File: src/rtl/core_flags_regs.svh
// data-space addresses, bit positions and vectors of the core flag and interrupt logic
`ifndef CORE_FLAGS_REGS_SVH
`define CORE_FLAGS_REGS_SVH
// data-space addresses
`define ADDR_INDIRECT_0 8'h00
`define ADDR_PTR_0 8'h01
`define ADDR_INDIRECT_1 8'h02
`define ADDR_PTR_1 8'h03
`define ADDR_WORK 8'h05
`define ADDR_FLAGS 8'h0a
`define ADDR_IRQ_CTRL 8'h0b
`define RAM_BASE 8'h60
`define RAM_DEPTH 160
// result_flags bit positions
`define BIT_CARRY 0
`define BIT_HALF 1
`define BIT_ZERO 2
`define BIT_RANGE 3
`define BIT_SLEEP 4
`define BIT_WDOG 5
// irq_control_reg bit positions
`define BIT_GIE 0
`define BIT_PIE 1
`define BIT_TIE 2
`define BIT_PIN_PEND 4
`define BIT_TICK_PEND 5
// vectors, stack and reset values
`define VEC_PIN 12'h004
`define VEC_TICK 12'h008
`define STACK_LEVELS 6
`define RESET_BYTE 8'h00
`endif

File: src/rtl/core_flags_pkg.sv
// shared types of the core flag and interrupt logic
package core_flags_pkg;
  // alu operations, all on 8 bits
  typedef enum logic [3:0] {
    OP_ADD, OP_ADC, OP_SUB, OP_SBC, OP_DAA, OP_AND, OP_OR, OP_XOR,
    OP_CPL, OP_RL, OP_RR, OP_RLC, OP_RRC, OP_INC, OP_DEC, OP_PASS
  } alu_op_t;
  // run or halted
  typedef enum logic {PWR_RUN, PWR_HALT} power_state_t;
endpackage

File: src/rtl/alu_if.sv
// carrier between the core and its alu
`timescale 1ns/1ps
interface alu_if;
  core_flags_pkg::alu_op_t op; // operation
  logic [7:0] a; // working register
  logic [7:0] b; // second operand
  logic cin; // carry in
  logic hin; // half carry in, for decimal adjust
  logic [7:0] res; // result
  logic c; // carry / no borrow out
  logic h; // half carry out
  logic z; // zero result
  logic ov; // signed range out
  modport core (output op, a, b, cin, hin, input res, c, h, z, ov);
  modport alu (input op, a, b, cin, hin, output res, c, h, z, ov);
endinterface

File: src/rtl/core_flags_and_interrupt_logic.sv
// data-space pointers, working register, flags and two-source interrupt unit
`timescale 1ns/1ps
`include "core_flags_regs.svh"
module core_flags_and_interrupt_logic #(
  parameter int STACK_LEVELS = `STACK_LEVELS,
  parameter int RAM_DEPTH = `RAM_DEPTH
) (
  input wire logic sys_clk,
  input wire logic srst,
  input wire logic clk_en,
  input wire logic mem_rd,
  input wire logic mem_wr,
  input wire logic [7:0] mem_addr,
  input wire logic [7:0] mem_wdata,
  output logic [7:0] mem_rdata_ff,
  output logic mem_rvalid_ff,
  input wire logic alu_go,
  input wire core_flags_pkg::alu_op_t alu_op,
  input wire logic [7:0] alu_operand,
  input wire logic alu_into_mem,
  input wire logic alu_skip_if_zero,
  input wire logic alu_skip_if_nonzero,
  output logic skip_ff,
  input wire logic halt_exec,
  input wire logic wdt_clear_exec,
  input wire logic wdt_timeout,
  input wire logic call_push,
  input wire logic ret_pop,
  input wire logic return_from_irq_pop,
  input wire logic irq_slot,
  input wire logic tick_overflow,
  input wire logic shared_irq_pin,
  input wire logic edge_polarity_select_line,
  output logic irq_take_ff,
  output logic [11:0] irq_vector_ff,
  output logic stack_full_ff,
  output logic wake_ff,
  output logic halted_ff,
  output logic [7:0] working_register_ff,
  output logic [7:0] result_flags_ff
);
  ////////////////////////////////////////////////////////////////////////
  // declarations
  logic [7:0] memory_pointer_0_ff; // pointer behind 00H
  logic [7:0] memory_pointer_1_ff; // pointer behind 02H
  logic global_irq_enable_ff; // master enable
  logic pin_irq_enable_ff; // pin source enable
  logic tick_irq_enable_ff; // timer source enable
  logic pin_irq_pending_ff; // pin request latched
  logic tick_irq_pending_ff; // timer request latched
  logic pin_prev_ff; // last sample of the pin
  logic pin_seen_ff; // pin sampled once since reset
  logic [2:0] stack_level_ff; // return stack occupancy
  logic rd_pend_ff; // read in flight
  logic rd_ram_ff; // read in flight targets ram
  logic [7:0] rd_reg_ff; // register read data, first stage
  logic [7:0] ram_q; // ram read data
  core_flags_pkg::power_state_t pwr_ff; // run or halted
  logic [7:0] eff_addr; // address after indirection
  logic eff_dead; // indirection through an indirection address
  logic wr_any; // a data-space write this cycle
  logic [7:0] wr_byte; // the byte being written
  logic wr_ok; // write allowed after indirection
  logic in_ram; // effective address inside ram
  logic [7:0] ram_idx; // ram index
  logic [7:0] reg_rdata; // register read mux
  logic alu_to_work; // alu result lands in the working register
  logic pin_event; // chosen edge on the pin
  logic want_pin; // pin request enabled
  logic want_tick; // timer request enabled
  logic take_pin; // acknowledge pin this cycle
  logic take_tick; // acknowledge timer this cycle
  logic ctrl_wr; // software write to irq_control_reg
  logic [2:0] nxt_stack_level; // stack occupancy next
  logic wake_cause; // anything that ends halt
  alu_if alu_bus (); // alu carrier

  ////////////////////////////////////////////////////////////////////////
  // alu hookup: working register and operand in, flags held as carry inputs
  assign alu_bus.op = alu_op;
  assign alu_bus.a = working_register_ff;
  assign alu_bus.b = alu_operand;
  assign alu_bus.cin = result_flags_ff[`BIT_CARRY];
  assign alu_bus.hin = result_flags_ff[`BIT_HALF];

  core_alu u_alu (
    .p(alu_bus)
  );

  ////////////////////////////////////////////////////////////////////////
  // address indirection and write decode
  always_comb begin
    eff_addr = mem_addr;
    if (mem_addr == `ADDR_INDIRECT_0) begin
      eff_addr = memory_pointer_0_ff;
    end else if (mem_addr == `ADDR_INDIRECT_1) begin
      eff_addr = memory_pointer_1_ff;
    end
    // a pointer aimed at an indirection address goes nowhere
    eff_dead = (eff_addr == `ADDR_INDIRECT_0) || (eff_addr == `ADDR_INDIRECT_1);
    alu_to_work = alu_go && !alu_into_mem;
    wr_any = mem_wr || (alu_go && alu_into_mem);
    wr_byte = (alu_go && alu_into_mem) ? alu_bus.res : mem_wdata;
    wr_ok = wr_any && !eff_dead;
    in_ram = (eff_addr >= `RAM_BASE);
    ram_idx = eff_addr - `RAM_BASE;
    ctrl_wr = wr_ok && (eff_addr == `ADDR_IRQ_CTRL);
  end

  ////////////////////////////////////////////////////////////////////////
  // register read mux; unused addresses read zero
  always_comb begin
    reg_rdata = `RESET_BYTE;
    if (!eff_dead) begin
      case (eff_addr)
        `ADDR_PTR_0: reg_rdata = memory_pointer_0_ff;
        `ADDR_PTR_1: reg_rdata = memory_pointer_1_ff;
        `ADDR_WORK: reg_rdata = working_register_ff;
        `ADDR_FLAGS: reg_rdata = result_flags_ff;
        `ADDR_IRQ_CTRL: begin
          // bits 3, 6 and 7 stay zero
          reg_rdata = {2'b00, tick_irq_pending_ff, pin_irq_pending_ff, 1'b0,
                       tick_irq_enable_ff, pin_irq_enable_ff, global_irq_enable_ff};
        end
        default: reg_rdata = `RESET_BYTE;
      endcase
    end
  end

  ////////////////////////////////////////////////////////////////////////
  // general purpose ram
  core_data_ram #(
    .DEPTH(RAM_DEPTH)
  ) u_ram (
    .sys_clk(sys_clk),
    .clk_en(clk_en),
    .wr_en(wr_ok && in_ram),
    .idx(ram_idx),
    .wdata(wr_byte),
    .rdata_ff(ram_q)
  );

  ////////////////////////////////////////////////////////////////////////
  // read pipeline: two edges from request to valid data
  always_ff @(posedge sys_clk) begin
    if (srst) begin
      rd_pend_ff <= 1'b0;
      rd_ram_ff <= 1'b0;
      rd_reg_ff <= `RESET_BYTE;
      mem_rdata_ff <= `RESET_BYTE;
      mem_rvalid_ff <= 1'b0;
    end else if (clk_en) begin
      rd_pend_ff <= mem_rd;
      rd_ram_ff <= in_ram && !eff_dead;
      rd_reg_ff <= reg_rdata;
      mem_rvalid_ff <= rd_pend_ff;
      if (rd_pend_ff) begin
        mem_rdata_ff <= rd_ram_ff ? ram_q : rd_reg_ff;
      end
    end
  end

  ////////////////////////////////////////////////////////////////////////
  // memory pointers, plain data-space registers
  always_ff @(posedge sys_clk) begin
    if (srst) begin
      memory_pointer_0_ff <= `RESET_BYTE;
      memory_pointer_1_ff <= `RESET_BYTE;
    end else if (clk_en && wr_ok) begin
      if (eff_addr == `ADDR_PTR_0) begin
        memory_pointer_0_ff <= wr_byte;
      end
      if (eff_addr == `ADDR_PTR_1) begin
        memory_pointer_1_ff <= wr_byte;
      end
    end
  end

  ////////////////////////////////////////////////////////////////////////
  // working register: an alu result other than OP_PASS wins over a data-space write
  always_ff @(posedge sys_clk) begin
    if (srst) begin
      working_register_ff <= `RESET_BYTE;
    end else if (clk_en) begin
      if (alu_to_work && alu_op != core_flags_pkg::OP_PASS) begin
        working_register_ff <= alu_bus.res;
      end else if (wr_ok && eff_addr == `ADDR_WORK) begin
        working_register_ff <= wr_byte;
      end
    end
  end

  ////////////////////////////////////////////////////////////////////////
  // skip decision from the alu zero output
  always_ff @(posedge sys_clk) begin
    if (srst) begin
      skip_ff <= 1'b0;
    end else if (clk_en) begin
      skip_ff <= alu_go && ((alu_skip_if_zero && alu_bus.z) || (alu_skip_if_nonzero && !alu_bus.z));
    end
  end

  ////////////////////////////////////////////////////////////////////////
  // result flags: software writes first, alu flags override in the same cycle
  always_ff @(posedge sys_clk) begin
    if (srst) begin
      result_flags_ff <= `RESET_BYTE;
    end else if (clk_en) begin
      if (wr_ok && eff_addr == `ADDR_FLAGS) begin
        // only the low four flags take written data
        result_flags_ff[3:0] <= wr_byte[3:0];
      end
      if (alu_go) begin
        case (alu_op)
          core_flags_pkg::OP_ADD, core_flags_pkg::OP_ADC,
          core_flags_pkg::OP_SUB, core_flags_pkg::OP_SBC: begin
            result_flags_ff[`BIT_CARRY] <= alu_bus.c;
            result_flags_ff[`BIT_HALF] <= alu_bus.h;
            result_flags_ff[`BIT_ZERO] <= alu_bus.z;
            result_flags_ff[`BIT_RANGE] <= alu_bus.ov;
          end
          core_flags_pkg::OP_DAA: result_flags_ff[`BIT_CARRY] <= alu_bus.c;
          core_flags_pkg::OP_RLC, core_flags_pkg::OP_RRC: result_flags_ff[`BIT_CARRY] <= alu_bus.c;
          core_flags_pkg::OP_AND, core_flags_pkg::OP_OR, core_flags_pkg::OP_XOR, core_flags_pkg::OP_CPL,
          core_flags_pkg::OP_INC, core_flags_pkg::OP_DEC: result_flags_ff[`BIT_ZERO] <= alu_bus.z;
          default: result_flags_ff[`BIT_ZERO] <= result_flags_ff[`BIT_ZERO];
        endcase
      end
      // power flags: clear instruction first, halt next, timeout wins last
      if (wdt_clear_exec) begin
        result_flags_ff[`BIT_SLEEP] <= 1'b0;
        result_flags_ff[`BIT_WDOG] <= 1'b0;
      end
      if (halt_exec) begin
        result_flags_ff[`BIT_SLEEP] <= 1'b1;
        result_flags_ff[`BIT_WDOG] <= 1'b0;
      end
      if (wdt_timeout) begin
        result_flags_ff[`BIT_WDOG] <= 1'b1;
      end
      result_flags_ff[7:6] <= 2'b00;
    end
  end

  ////////////////////////////////////////////////////////////////////////
  // pin edge detect; first sample after reset never counts as an edge
  always_ff @(posedge sys_clk) begin
    if (srst) begin
      pin_prev_ff <= 1'b0;
      pin_seen_ff <= 1'b0;
    end else if (clk_en) begin
      pin_prev_ff <= shared_irq_pin;
      pin_seen_ff <= 1'b1;
    end
  end

  // high polarity: rising edge, low polarity: falling edge
  assign pin_event = pin_seen_ff && (edge_polarity_select_line ? (!pin_prev_ff && shared_irq_pin)
                                                               : (pin_prev_ff && !shared_irq_pin));

  ////////////////////////////////////////////////////////////////////////
  // acknowledge decision: pin first, nothing while the stack is full
  always_comb begin
    want_pin = global_irq_enable_ff && pin_irq_enable_ff && pin_irq_pending_ff;
    want_tick = global_irq_enable_ff && tick_irq_enable_ff && tick_irq_pending_ff;
    take_pin = irq_slot && !stack_full_ff && want_pin;
    take_tick = irq_slot && !stack_full_ff && want_tick && !want_pin;
  end

  ////////////////////////////////////////////////////////////////////////
  // enables: software write; master enable cleared on acknowledge, set by interrupt return
  always_ff @(posedge sys_clk) begin
    if (srst) begin
      global_irq_enable_ff <= 1'b0;
      pin_irq_enable_ff <= 1'b0;
      tick_irq_enable_ff <= 1'b0;
    end else if (clk_en) begin
      if (ctrl_wr) begin
        global_irq_enable_ff <= wr_byte[`BIT_GIE];
        pin_irq_enable_ff <= wr_byte[`BIT_PIE];
        tick_irq_enable_ff <= wr_byte[`BIT_TIE];
      end
      if (take_pin || take_tick) begin
        global_irq_enable_ff <= 1'b0;
      end
      if (return_from_irq_pop) begin
        global_irq_enable_ff <= 1'b1;
      end
    end
  end

  ////////////////////////////////////////////////////////////////////////
  // pending flags: hardware set beats acknowledge or software clear
  always_ff @(posedge sys_clk) begin
    if (srst) begin
      pin_irq_pending_ff <= 1'b0;
      tick_irq_pending_ff <= 1'b0;
    end else if (clk_en) begin
      if (ctrl_wr) begin
        pin_irq_pending_ff <= wr_byte[`BIT_PIN_PEND];
        tick_irq_pending_ff <= wr_byte[`BIT_TICK_PEND];
      end
      if (take_pin) begin
        pin_irq_pending_ff <= 1'b0;
      end
      if (take_tick) begin
        tick_irq_pending_ff <= 1'b0;
      end
      if (pin_event) begin
        pin_irq_pending_ff <= 1'b1;
      end
      if (tick_overflow) begin
        tick_irq_pending_ff <= 1'b1;
      end
    end
  end

  ////////////////////////////////////////////////////////////////////////
  // vector output: only the return address goes on the stack, flags never do
  always_ff @(posedge sys_clk) begin
    if (srst) begin
      irq_take_ff <= 1'b0;
      irq_vector_ff <= 12'h000;
    end else if (clk_en) begin
      irq_take_ff <= take_pin || take_tick;
      if (take_pin) begin
        irq_vector_ff <= `VEC_PIN;
      end else if (take_tick) begin
        irq_vector_ff <= `VEC_TICK;
      end
    end
  end

  ////////////////////////////////////////////////////////////////////////
  // return stack occupancy; a call and a return together cancel out
  always_comb begin
    nxt_stack_level = stack_level_ff;
    if ((call_push || take_pin || take_tick) && !(ret_pop || return_from_irq_pop)) begin
      nxt_stack_level = stack_level_ff + 3'd1;
    end else if (!(call_push || take_pin || take_tick) && (ret_pop || return_from_irq_pop) && stack_level_ff != 3'd0) begin
      nxt_stack_level = stack_level_ff - 3'd1;
    end
  end

  always_ff @(posedge sys_clk) begin
    if (srst) begin
      stack_level_ff <= 3'd0;
      stack_full_ff <= 1'b0;
    end else if (clk_en) begin
      // warm restart from a timeout while halted empties the stack
      stack_level_ff <= (wdt_timeout && pwr_ff == core_flags_pkg::PWR_HALT) ? 3'd0 : nxt_stack_level;
      stack_full_ff <= !(wdt_timeout && pwr_ff == core_flags_pkg::PWR_HALT)
                       && (nxt_stack_level >= 3'(STACK_LEVELS));
    end
  end

  ////////////////////////////////////////////////////////////////////////
  // halt and wake: any request event wakes, enabled or not
  assign wake_cause = pin_event || tick_overflow || wdt_timeout;

  always_ff @(posedge sys_clk) begin
    if (srst) begin
      pwr_ff <= core_flags_pkg::PWR_RUN;
      halted_ff <= 1'b0;
      wake_ff <= 1'b0;
    end else if (clk_en) begin
      wake_ff <= 1'b0;
      case (pwr_ff)
        core_flags_pkg::PWR_RUN: begin
          if (halt_exec) begin
            pwr_ff <= core_flags_pkg::PWR_HALT;
            halted_ff <= 1'b1;
          end
        end
        core_flags_pkg::PWR_HALT: begin
          if (wake_cause) begin
            pwr_ff <= core_flags_pkg::PWR_RUN;
            halted_ff <= 1'b0;
            wake_ff <= 1'b1;
          end
        end
        default: begin
          pwr_ff <= core_flags_pkg::PWR_RUN;
          halted_ff <= 1'b0;
        end
      endcase
    end
  end
endmodule

File: src/rtl/core_alu.sv
// 8-bit combinational alu
`timescale 1ns/1ps
module core_alu (
  alu_if.alu p
);
  ////////////////////////////////////////////////////////////////////////
  // add/subtract share one adder: subtract adds the inverted operand
  always_comb begin
    logic [8:0] s;
    logic [4:0] hs;
    logic [7:0] bb;
    logic ci;
    logic [8:0] dj;
    s = 9'h000;
    hs = 5'h00;
    bb = p.b;
    ci = 1'b0;
    dj = 9'h000;
    p.res = p.b;
    p.c = p.cin;
    p.h = p.hin;
    p.ov = 1'b0;
    case (p.op)
      core_flags_pkg::OP_ADD, core_flags_pkg::OP_ADC,
      core_flags_pkg::OP_SUB, core_flags_pkg::OP_SBC: begin
        // subtract: carry out set means no borrow
        bb = (p.op == core_flags_pkg::OP_SUB || p.op == core_flags_pkg::OP_SBC) ? ~p.b : p.b;
        ci = (p.op == core_flags_pkg::OP_ADD) ? 1'b0 : (p.op == core_flags_pkg::OP_SUB) ? 1'b1 : p.cin;
        s = {1'b0, p.a} + {1'b0, bb} + {8'h00, ci};
        hs = {1'b0, p.a[3:0]} + {1'b0, bb[3:0]} + {4'h0, ci};
        p.res = s[7:0];
        p.c = s[8];
        p.h = hs[4];
        p.ov = (p.a[7] ^ bb[7] ^ s[7]) ^ s[8];
      end
      core_flags_pkg::OP_DAA: begin
        // adjust low then high digit of the working register
        dj = {1'b0, p.a};
        if (p.hin || p.a[3:0] > 4'h9) begin
          dj = dj + 9'h006;
        end
        if (p.cin || dj[8] || dj[7:4] > 4'h9) begin
          dj = dj + 9'h060;
        end
        p.res = dj[7:0];
        p.c = p.cin | dj[8];
      end
      core_flags_pkg::OP_AND: p.res = p.a & p.b;
      core_flags_pkg::OP_OR: p.res = p.a | p.b;
      core_flags_pkg::OP_XOR: p.res = p.a ^ p.b;
      core_flags_pkg::OP_CPL: p.res = ~p.b;
      core_flags_pkg::OP_RL: p.res = {p.b[6:0], p.b[7]};
      core_flags_pkg::OP_RR: p.res = {p.b[0], p.b[7:1]};
      core_flags_pkg::OP_RLC: begin
        p.res = {p.b[6:0], p.cin};
        p.c = p.b[7];
      end
      core_flags_pkg::OP_RRC: begin
        p.res = {p.cin, p.b[7:1]};
        p.c = p.b[0];
      end
      core_flags_pkg::OP_INC: p.res = p.b + 8'h01;
      core_flags_pkg::OP_DEC: p.res = p.b - 8'h01;
      default: p.res = p.b;
    endcase
    p.z = (p.res == 8'h00);
  end
endmodule

File: src/rtl/core_data_ram.sv
// general purpose data memory with registered read data
`timescale 1ns/1ps
`include "core_flags_regs.svh"
module core_data_ram #(
  parameter int DEPTH = `RAM_DEPTH
) (
  input wire logic sys_clk,
  input wire logic clk_en,
  input wire logic wr_en,
  input wire logic [7:0] idx,
  input wire logic [7:0] wdata,
  output logic [7:0] rdata_ff
);
  logic [7:0] mem [DEPTH]; // storage, no reset: contents undefined at power-up

  ////////////////////////////////////////////////////////////////////////
  // write port and registered read port
  always_ff @(posedge sys_clk) begin
    if (clk_en) begin
      if (wr_en) begin
        mem[idx] <= wdata;
      end
      rdata_ff <= mem[idx];
    end
  end
endmodule

File: config.mk
export PLATFORM = sky130hd
export DESIGN_NAME = core_flags_and_interrupt_logic
export DESIGN_NICKNAME = d
export VERILOG_FILES = /design/src/rtl/core_flags_pkg.sv /design/src/rtl/alu_if.sv /design/src/rtl/core_flags_and_interrupt_logic.sv /design/src/rtl/core_alu.sv /design/src/rtl/core_data_ram.sv
export VERILOG_INCLUDE_DIRS = /design/src /design/src/rtl
export SDC_FILE = /design/constraint.sdc
export NUM_CORES = 2
export LEC_CHECK = 0
export ABC_AREA = 1
export BUFFER_PORTS_ARGS = -buffer_cell sky130_fd_sc_hd__buf_2
export CAP_MARGIN = 20
export CORE_MARGIN = 3
export CORE_UTILIZATION = 57
export CTS_CLUSTER_SIZE = 20
export DETAILED_ROUTE_END_ITERATION = 12
export PLACE_DENSITY = 0.76
export SLEW_MARGIN = 40
export SYNTH_ARGS = -nofsm -noshare
export SYNTH_HDL_FRONTEND = slang
export SYNTH_SLANG_ARGS = --single-unit
File: constraint.sdc
create_clock -name sys_clk -period 13.34 [get_ports sys_clk]
set_input_delay 2.668 -clock sys_clk [delete_from_list [all_inputs] [get_ports sys_clk]]
set_output_delay 2.668 -clock sys_clk [all_outputs]
set_load 0.05 [all_outputs]
Yosys cells after proc, flatten, opt, wreduce, memory -nomap -nowiden --
Memory sizes are Yosys's and may differ from the RTL's. A register that Yosys moved wholly into a read port is not among the register bits. Cells that the tools add are included.
Storage, ports and cells: memories kept 1, register bits 77, logic and storage cells 213, memory bits (writable) 1280, output and inout bits 42, input port bits 47
Memories:
- u_ram.mem | depth 160, bits a word 8, rd ports 1, clocked after Yosys merged registers in 1, wr ports 1, RTL line core_data_ram.sv:14 | logic [7:0] mem [DEPTH];
Operators by class: $lt $le $gt $ge 4, bitwise logic cells 9, reductions and logical operators 82, $add $sub $neg 11, mux-type cells 52, eq/ne operators 26
Operator list (count):
- 8-bit case mux with 12 select lines | 1
- 8-bit 2-to-1 mux | 8
- 8-bit case mux with 5 select lines | 1
- 9-bit 2-to-1 mux | 4
- 1-bit logical AND | 29
- 4-bit == test (second input constant) | 7
- 2-bit AND reduction | 13
- 1-bit 2-to-1 mux | 25
- 8-bit by 2-bit == test with 1-bit output (second input constant) | 3
- 8-bit zero test | 3
- 12-bit 2-to-1 mux | 2
- 4-bit by 3-bit == test with 1-bit output (second input constant) | 4
- 8-bit by 4-bit == test with 1-bit output (second input constant) | 2
- 3-bit nonzero test | 5
- 1-bit logical OR | 13
- 1-bit zero test | 10
- 10-bit OR reduction | 1
- 8-bit by 3-bit adder with 9-bit output (second input constant) | 1
- 8-bit by 8-bit adder with 9-bit output | 1
- 9-bit by 1-bit adder with 9-bit output | 1
- 9-bit by 7-bit adder with 9-bit output (second input constant) | 1
- 3-bit 2-to-1 mux | 3
- 8-bit by 1-bit adder with 8-bit output (second input constant) | 1
- 8-bit AND | 1
- other kinds (34) | 44

Longest topological paths before layout --
word-level depth 14, depth in mapped cells 22

Cells and area by module --
Synthesis repeated with hierarchy kept, for this count alone.
Unflattened totals: cells, all modules 5689, area total of the unflattened synthesis 58529.9 um^2
By module, submodules not included:
- core_data_ram | area an instance 52330.2 um^2, times used 1, cells each 4684
- core_flags_and_interrupt_logic | area an instance 4072.7 um^2, times used 1, cells each 613
- core_alu | area an instance 2127.0 um^2, times used 1, cells each 392

Least setup slack after synthesis --
Ideal clock, no wire load.
path kind input -> register, start input port alu_op[2], end memory u_ram.mem[0][6] (data pin), library setup time 1472 ps, required time 11868 ps, setup slack 441 ps, stages 15, data arrival time 11428 ps, cell sequence nor2_1 clkbuf_1 nand2_1 xor2_1 fa_1 fa_1 nand4_1 o211ai_1 nand2_1 nand2_1 nor2_1 nor2_1 nand2_1 o21ai_2 o21ai_0
On the way: longest elaborated chain between the ends 7, elaborated cells on any way between the ends 24
Ends and longest elaborated chain:
- start: declaration | RTL line core_flags_and_interrupt_logic.sv:18 | input wire core_flags_pkg::alu_op_t alu_op,
- 4-bit by 2-bit == test with 1-bit output, on equally long branches | RTL line core_alu.sv:23, core_alu.sv:27, core_alu.sv:28
- 1-bit logical OR | RTL line core_alu.sv:27 | bb = (p.op == core_flags_pkg::OP_SUB || p.op == core_flags_pkg::OP_SBC) ? ~p.b : p.b;
- 8-bit 2-to-1 mux | RTL line core_alu.sv:27
- 8-bit by 8-bit adder with 9-bit output | RTL line core_alu.sv:29 | s = {1'b0, p.a} + {1'b0, bb} + {8'h00, ci};
- 9-bit by 1-bit adder with 9-bit output | RTL line core_alu.sv:29
- 8-bit case mux with 12 select lines * | RTL line core_alu.sv:23 | case (p.op)
- 8-bit 2-to-1 mux * | RTL line core_flags_and_interrupt_logic.sv:103 | wr_byte = (alu_go && alu_into_mem) ? alu_bus.res : mem_wdata;
- via u_ram.wdata[6] | RTL line core_data_ram.sv:11 | input wire logic [7:0] wdata,
- end: declaration | RTL line core_data_ram.sv:14
The timed path passes the listed nets; every way through them passes the cells marked *.

Worst setup path after layout --
start input port mem_addr[0], end register working_register_ff[3]
On the way: longest elaborated chain between the ends 10, elaborated cells on any way between the ends 13
Ends and longest elaborated chain:
- start: declaration | RTL line core_flags_and_interrupt_logic.sv:13 | input wire logic [7:0] mem_addr,
- 8-bit by 2-bit == test with 1-bit output (no source line)
- 8-bit 2-to-1 mux | RTL line core_flags_and_interrupt_logic.sv:96 | end else if (mem_addr == `ADDR_INDIRECT_1) begin
- 8-bit 2-to-1 mux * | RTL line core_flags_and_interrupt_logic.sv:94 | if (mem_addr == `ADDR_INDIRECT_0) begin
- 8-bit by 2-bit == test with 1-bit output (no source line) / 8-bit zero test (equally long branches)
- 1-bit logical OR | RTL line core_flags_and_interrupt_logic.sv:100 | eff_dead = (eff_addr == `ADDR_INDIRECT_0) || (eff_addr == `ADDR_INDIRECT_1);
- 1-bit zero test | RTL line core_flags_and_interrupt_logic.sv:104 | wr_ok = wr_any && !eff_dead;
- 1-bit logical AND | RTL line core_flags_and_interrupt_logic.sv:104
- 1-bit logical AND (no source line) *
- 2-bit nonzero test (no source line) *
- 2-bit AND reduction (no source line) *
- end signal: assignment | RTL line core_flags_and_interrupt_logic.sv:183 | working_register_ff <= `RESET_BYTE;
- end signal: assignment | RTL line core_flags_and_interrupt_logic.sv:186 | working_register_ff <= alu_bus.res;
- end signal: assignment | RTL line core_flags_and_interrupt_logic.sv:188 | working_register_ff <= wr_byte;
- end: declaration | RTL line core_flags_and_interrupt_logic.sv:39 | output logic [7:0] working_register_ff,
Every way passes the cells marked *; elsewhere a longest branch is shown, timed or not. A chain may end at the register's enable or synchronous reset.

==> results.cfg <==
[setup_path]
cp_top_family = buffers and inverters
r2r_slack_ps = 8810
critPathSlowestCell = o21a_4
cp_cell_sequence = buf_2, clkinv_2, nand2_1, nor2_2, nand2_2, nor2_1, o21a_4, buf_12, nand2_1, inv_2, buf_4, nand3_1, o21ai_2, inv_2, nand2_1, a21oi_1
cp_max_fo = 154
r2r-end = working_register_ff[3]$_SDFFE_PP0P_
path_buf_inv = 6
worstPathArrival_ps = 7480
worst-setup-path-type = in2reg
reg2reg_depth = 12
crit_path_end = working_register_ff[3]$_SDFFE_PP0P_
start_kind = input pin
startpoint = mem_addr[0]
slowest_delay_ps = 640
worst_setup_path_end_kind = flop
rr_startpoint = memory_pointer_0_ff[0]$_SDFFE_PP0P_
cpMostUsedCell = nand2_1
worstPathRequired_ps = 13930
crit_cells = 16

[sta]
hold_viol = 0
skew_ps = 32.0
period_minus_slack_ps = 6890
timing.hold.ws_ps = 459
relSlewSlack_pct = 36.6
post-route-period-util_pct = 51.7
rsz0062_at_grt = false
setup_violations = 0
tightest_slew_ps = 949
final_max_slew_viol_count = 0
max_freq_ghz = 0.145
setup_tns_ps = 0

[route]
vias = 44300
wl_per_cell_um = 21.5
viasPerCell = 5.78
first_pass_iters = 8
finalWirelength_um = 165000
drt_iter0_drc = 5897
route.detailed.drc = 0
ant_nets = 0

[die]
die_h_um = 330
dieWidth_um = 330
die-area_sq_mm = 0.109
boundaryPins = 89
design.core.area_sq_mm = 0.104
std_cell_rows = 118
initial_core_util_pct = 57.6

[logic_synthesis]
syn-cell-area_sq_mm = 0.0599
synth-seq-cells = 1355
synth_top_area_cell = edfxtp_1
syn_avg_cell_area_sq_um = 9.66
ys_types = 42
yosysWarningCount = 0
seq_area_frac_synth_pct = 66.8
syn_inst = 6200
ys_top_cells_by_area = edfxtp_1 (65%), nand2_1 (21%), nor2_1 (2.6%)
synth_top_area_share_pct = 64.6

[clock_network]
clkTransAtPathRegs_ps = 60
cts_hold_buf = 0
htreeDepth = 4
clkLatencyLatePin_ps = 750
clockBufferDepth = 3
ctsResizeCount = 0
post_cts_buffers = 0
tritoncts.num_buffers = 138
cts-root-buf = clkbuf_16
numClockSinks = 1355
cts_tree = built

[cells_and_area]
final_cell_mix = nand2_1 (3339), edfxtp_1 (1288), nor2_1 (386)
fillers = 8025
area_growth_pct = 9.88
mostFrequentLayoutCell = nand2_1
layout-drive-gt1-share_pct = 6.33
fin_nets = 6265
instances_no_fill = 7665
diodes = 0

[placement]
dp.cells = 7410
place_hpwl_um = 92600
routabilityCongestion = 0.960
port-buffer-count = 76

[grt]
grt_overflow_total = 0
grt_usage_pct = 30.1
antenna_found_initial = 1
grt_pass1_wl_um = 248000
grt_pass1_vias = 42200
grt_max_degree = 191

[power_and_ir_drop]
vdd_ir_drop_max_uv = 112
total_leakage_power_uw = 0.0268
powerDensity_mw_per_mm2 = 138

[outcome]
outcome = finished, final reports clean

[worst_hold_path]
min_path_cells = 2
hp-class = reg2reg

[job]
drv_cap = 0
==> metal layers <==
| metal | GRT usage, % | vias up | wire, um |
|---|---|---|---|
| met5 | 0 | - | 0 |
| met4 | 14.0 | 0 | 7720 |
| met3 | 5.89 | 454 | 18600 |
| met2 | 47.2 | 2721 | 75600 |
| met1 | 40.8 | 20800 | 62700 |
| li1 | - | 20300 | - |
==> power by group <==
group	internal, uW	switching, uW	total, uW
logic	164	584	748
clock network	2030	1590	3620
registers	4720	13.5	4740
==> worst min path at each step <==
stage	slack, ps	end	startpoint
final	460	mem_rvalid_ff$_SDFFE_PP0P_	mem_rvalid_ff$_SDFFE_PP0P_
after global routing	480	mem_rvalid_ff$_SDFFE_PP0P_	mem_rvalid_ff$_SDFFE_PP0P_
after CTS	460	mem_rvalid_ff$_SDFFE_PP0P_	mem_rvalid_ff$_SDFFE_PP0P_
after detailed placement	450	mem_rvalid_ff$_SDFFE_PP0P_	mem_rvalid_ff$_SDFFE_PP0P_
after global placement	450	pin_seen_ff$_SDFFE_PP0P_	pin_seen_ff$_SDFFE_PP0P_
after floorplan	430	pin_seen_ff$_SDFFE_PP0P_	pin_seen_ff$_SDFFE_PP0P_
==> synthesized netlist by cell type (all sizes together) <==
master and instances:
nand2 3349, edfxtp 1288, nor2 418, buf 211, inv 179, nand3 139, a21oi 117, o21ai 111
clkbuf 103, nand4 103, dfxtp 67, ha 35, o211ai 20, xor2 11, a31oi 8, nor3 7
o22ai 7, or2 5, nand3b 4, o21a 4, fa 3, clkinv 2, o221ai 2, a211oi 1
and3 1, conb 1, nor4 1, o2111a 1, o2111ai 1, o21bai 1
==> cell type report <==
cell class                      instances  area (sq um)  area share (%)
Multi-Input combinational cell       4361         18000            27.3
Timing Repair Buffer                  143          1230            1.87
Clock inverter                         64           487           0.740
Inverter                              181           707            1.07
Clock buffer                          181          3670            5.57
Tap cell                             1380          1730            2.62
Sequential cell                      1355         40000            60.8
==> state kept, by name, indices dropped and copies added, names as in the netlist, 2 cells and up <==
name                 cells
working_register_ff      8
memory_pointer_0_ff      8
stack_level_ff           3
irq_vector_ff            2
mem_rdata_ff             8
u_ram.rdata_ff           8
memory_pointer_1_ff      8
result_flags_ff          6
rd_reg_ff                8
u_ram.mem             1280
==> metrics by stage <==
| stage | setup slack, ps | total power [uW] | cell area (sq um) | utilization, % |
|---|---|---|---|---|
| 6_report | 6450 | 9110 | 65800 | 63.3 |
| 5_1_grt | 6200 | 9340 | 65800 | 63.3 |
| 4_1_cts | 6560 | 9090 | 65500 | 63.0 |
| 2_1_floorplan | 441 | 5290 | 59900 | - |
| 3_3_place_gp | 5370 | 5530 | 61300 | 58.9 |
| 3_5_place_dp | 5790 | 5540 | 61300 | 59.0 |
==> worst min-delay path: stages (launching register included) <==
cell and delay [ps]:
dfxtp_1 300, nand2_1 60, a21oi_1 50
==> logic make-up after synthesis <==
kind of cell,share of synthesized area [%]
adders and majority gates,0.832
AOI/OAI and AO/OA,2.48
buffers and inverters,3.57
DFF,66.8
other,0.00626
and+or+nand+nor,26.1
xor gates and xnor gates,0.161
Power figures use the tool's default switching activity.
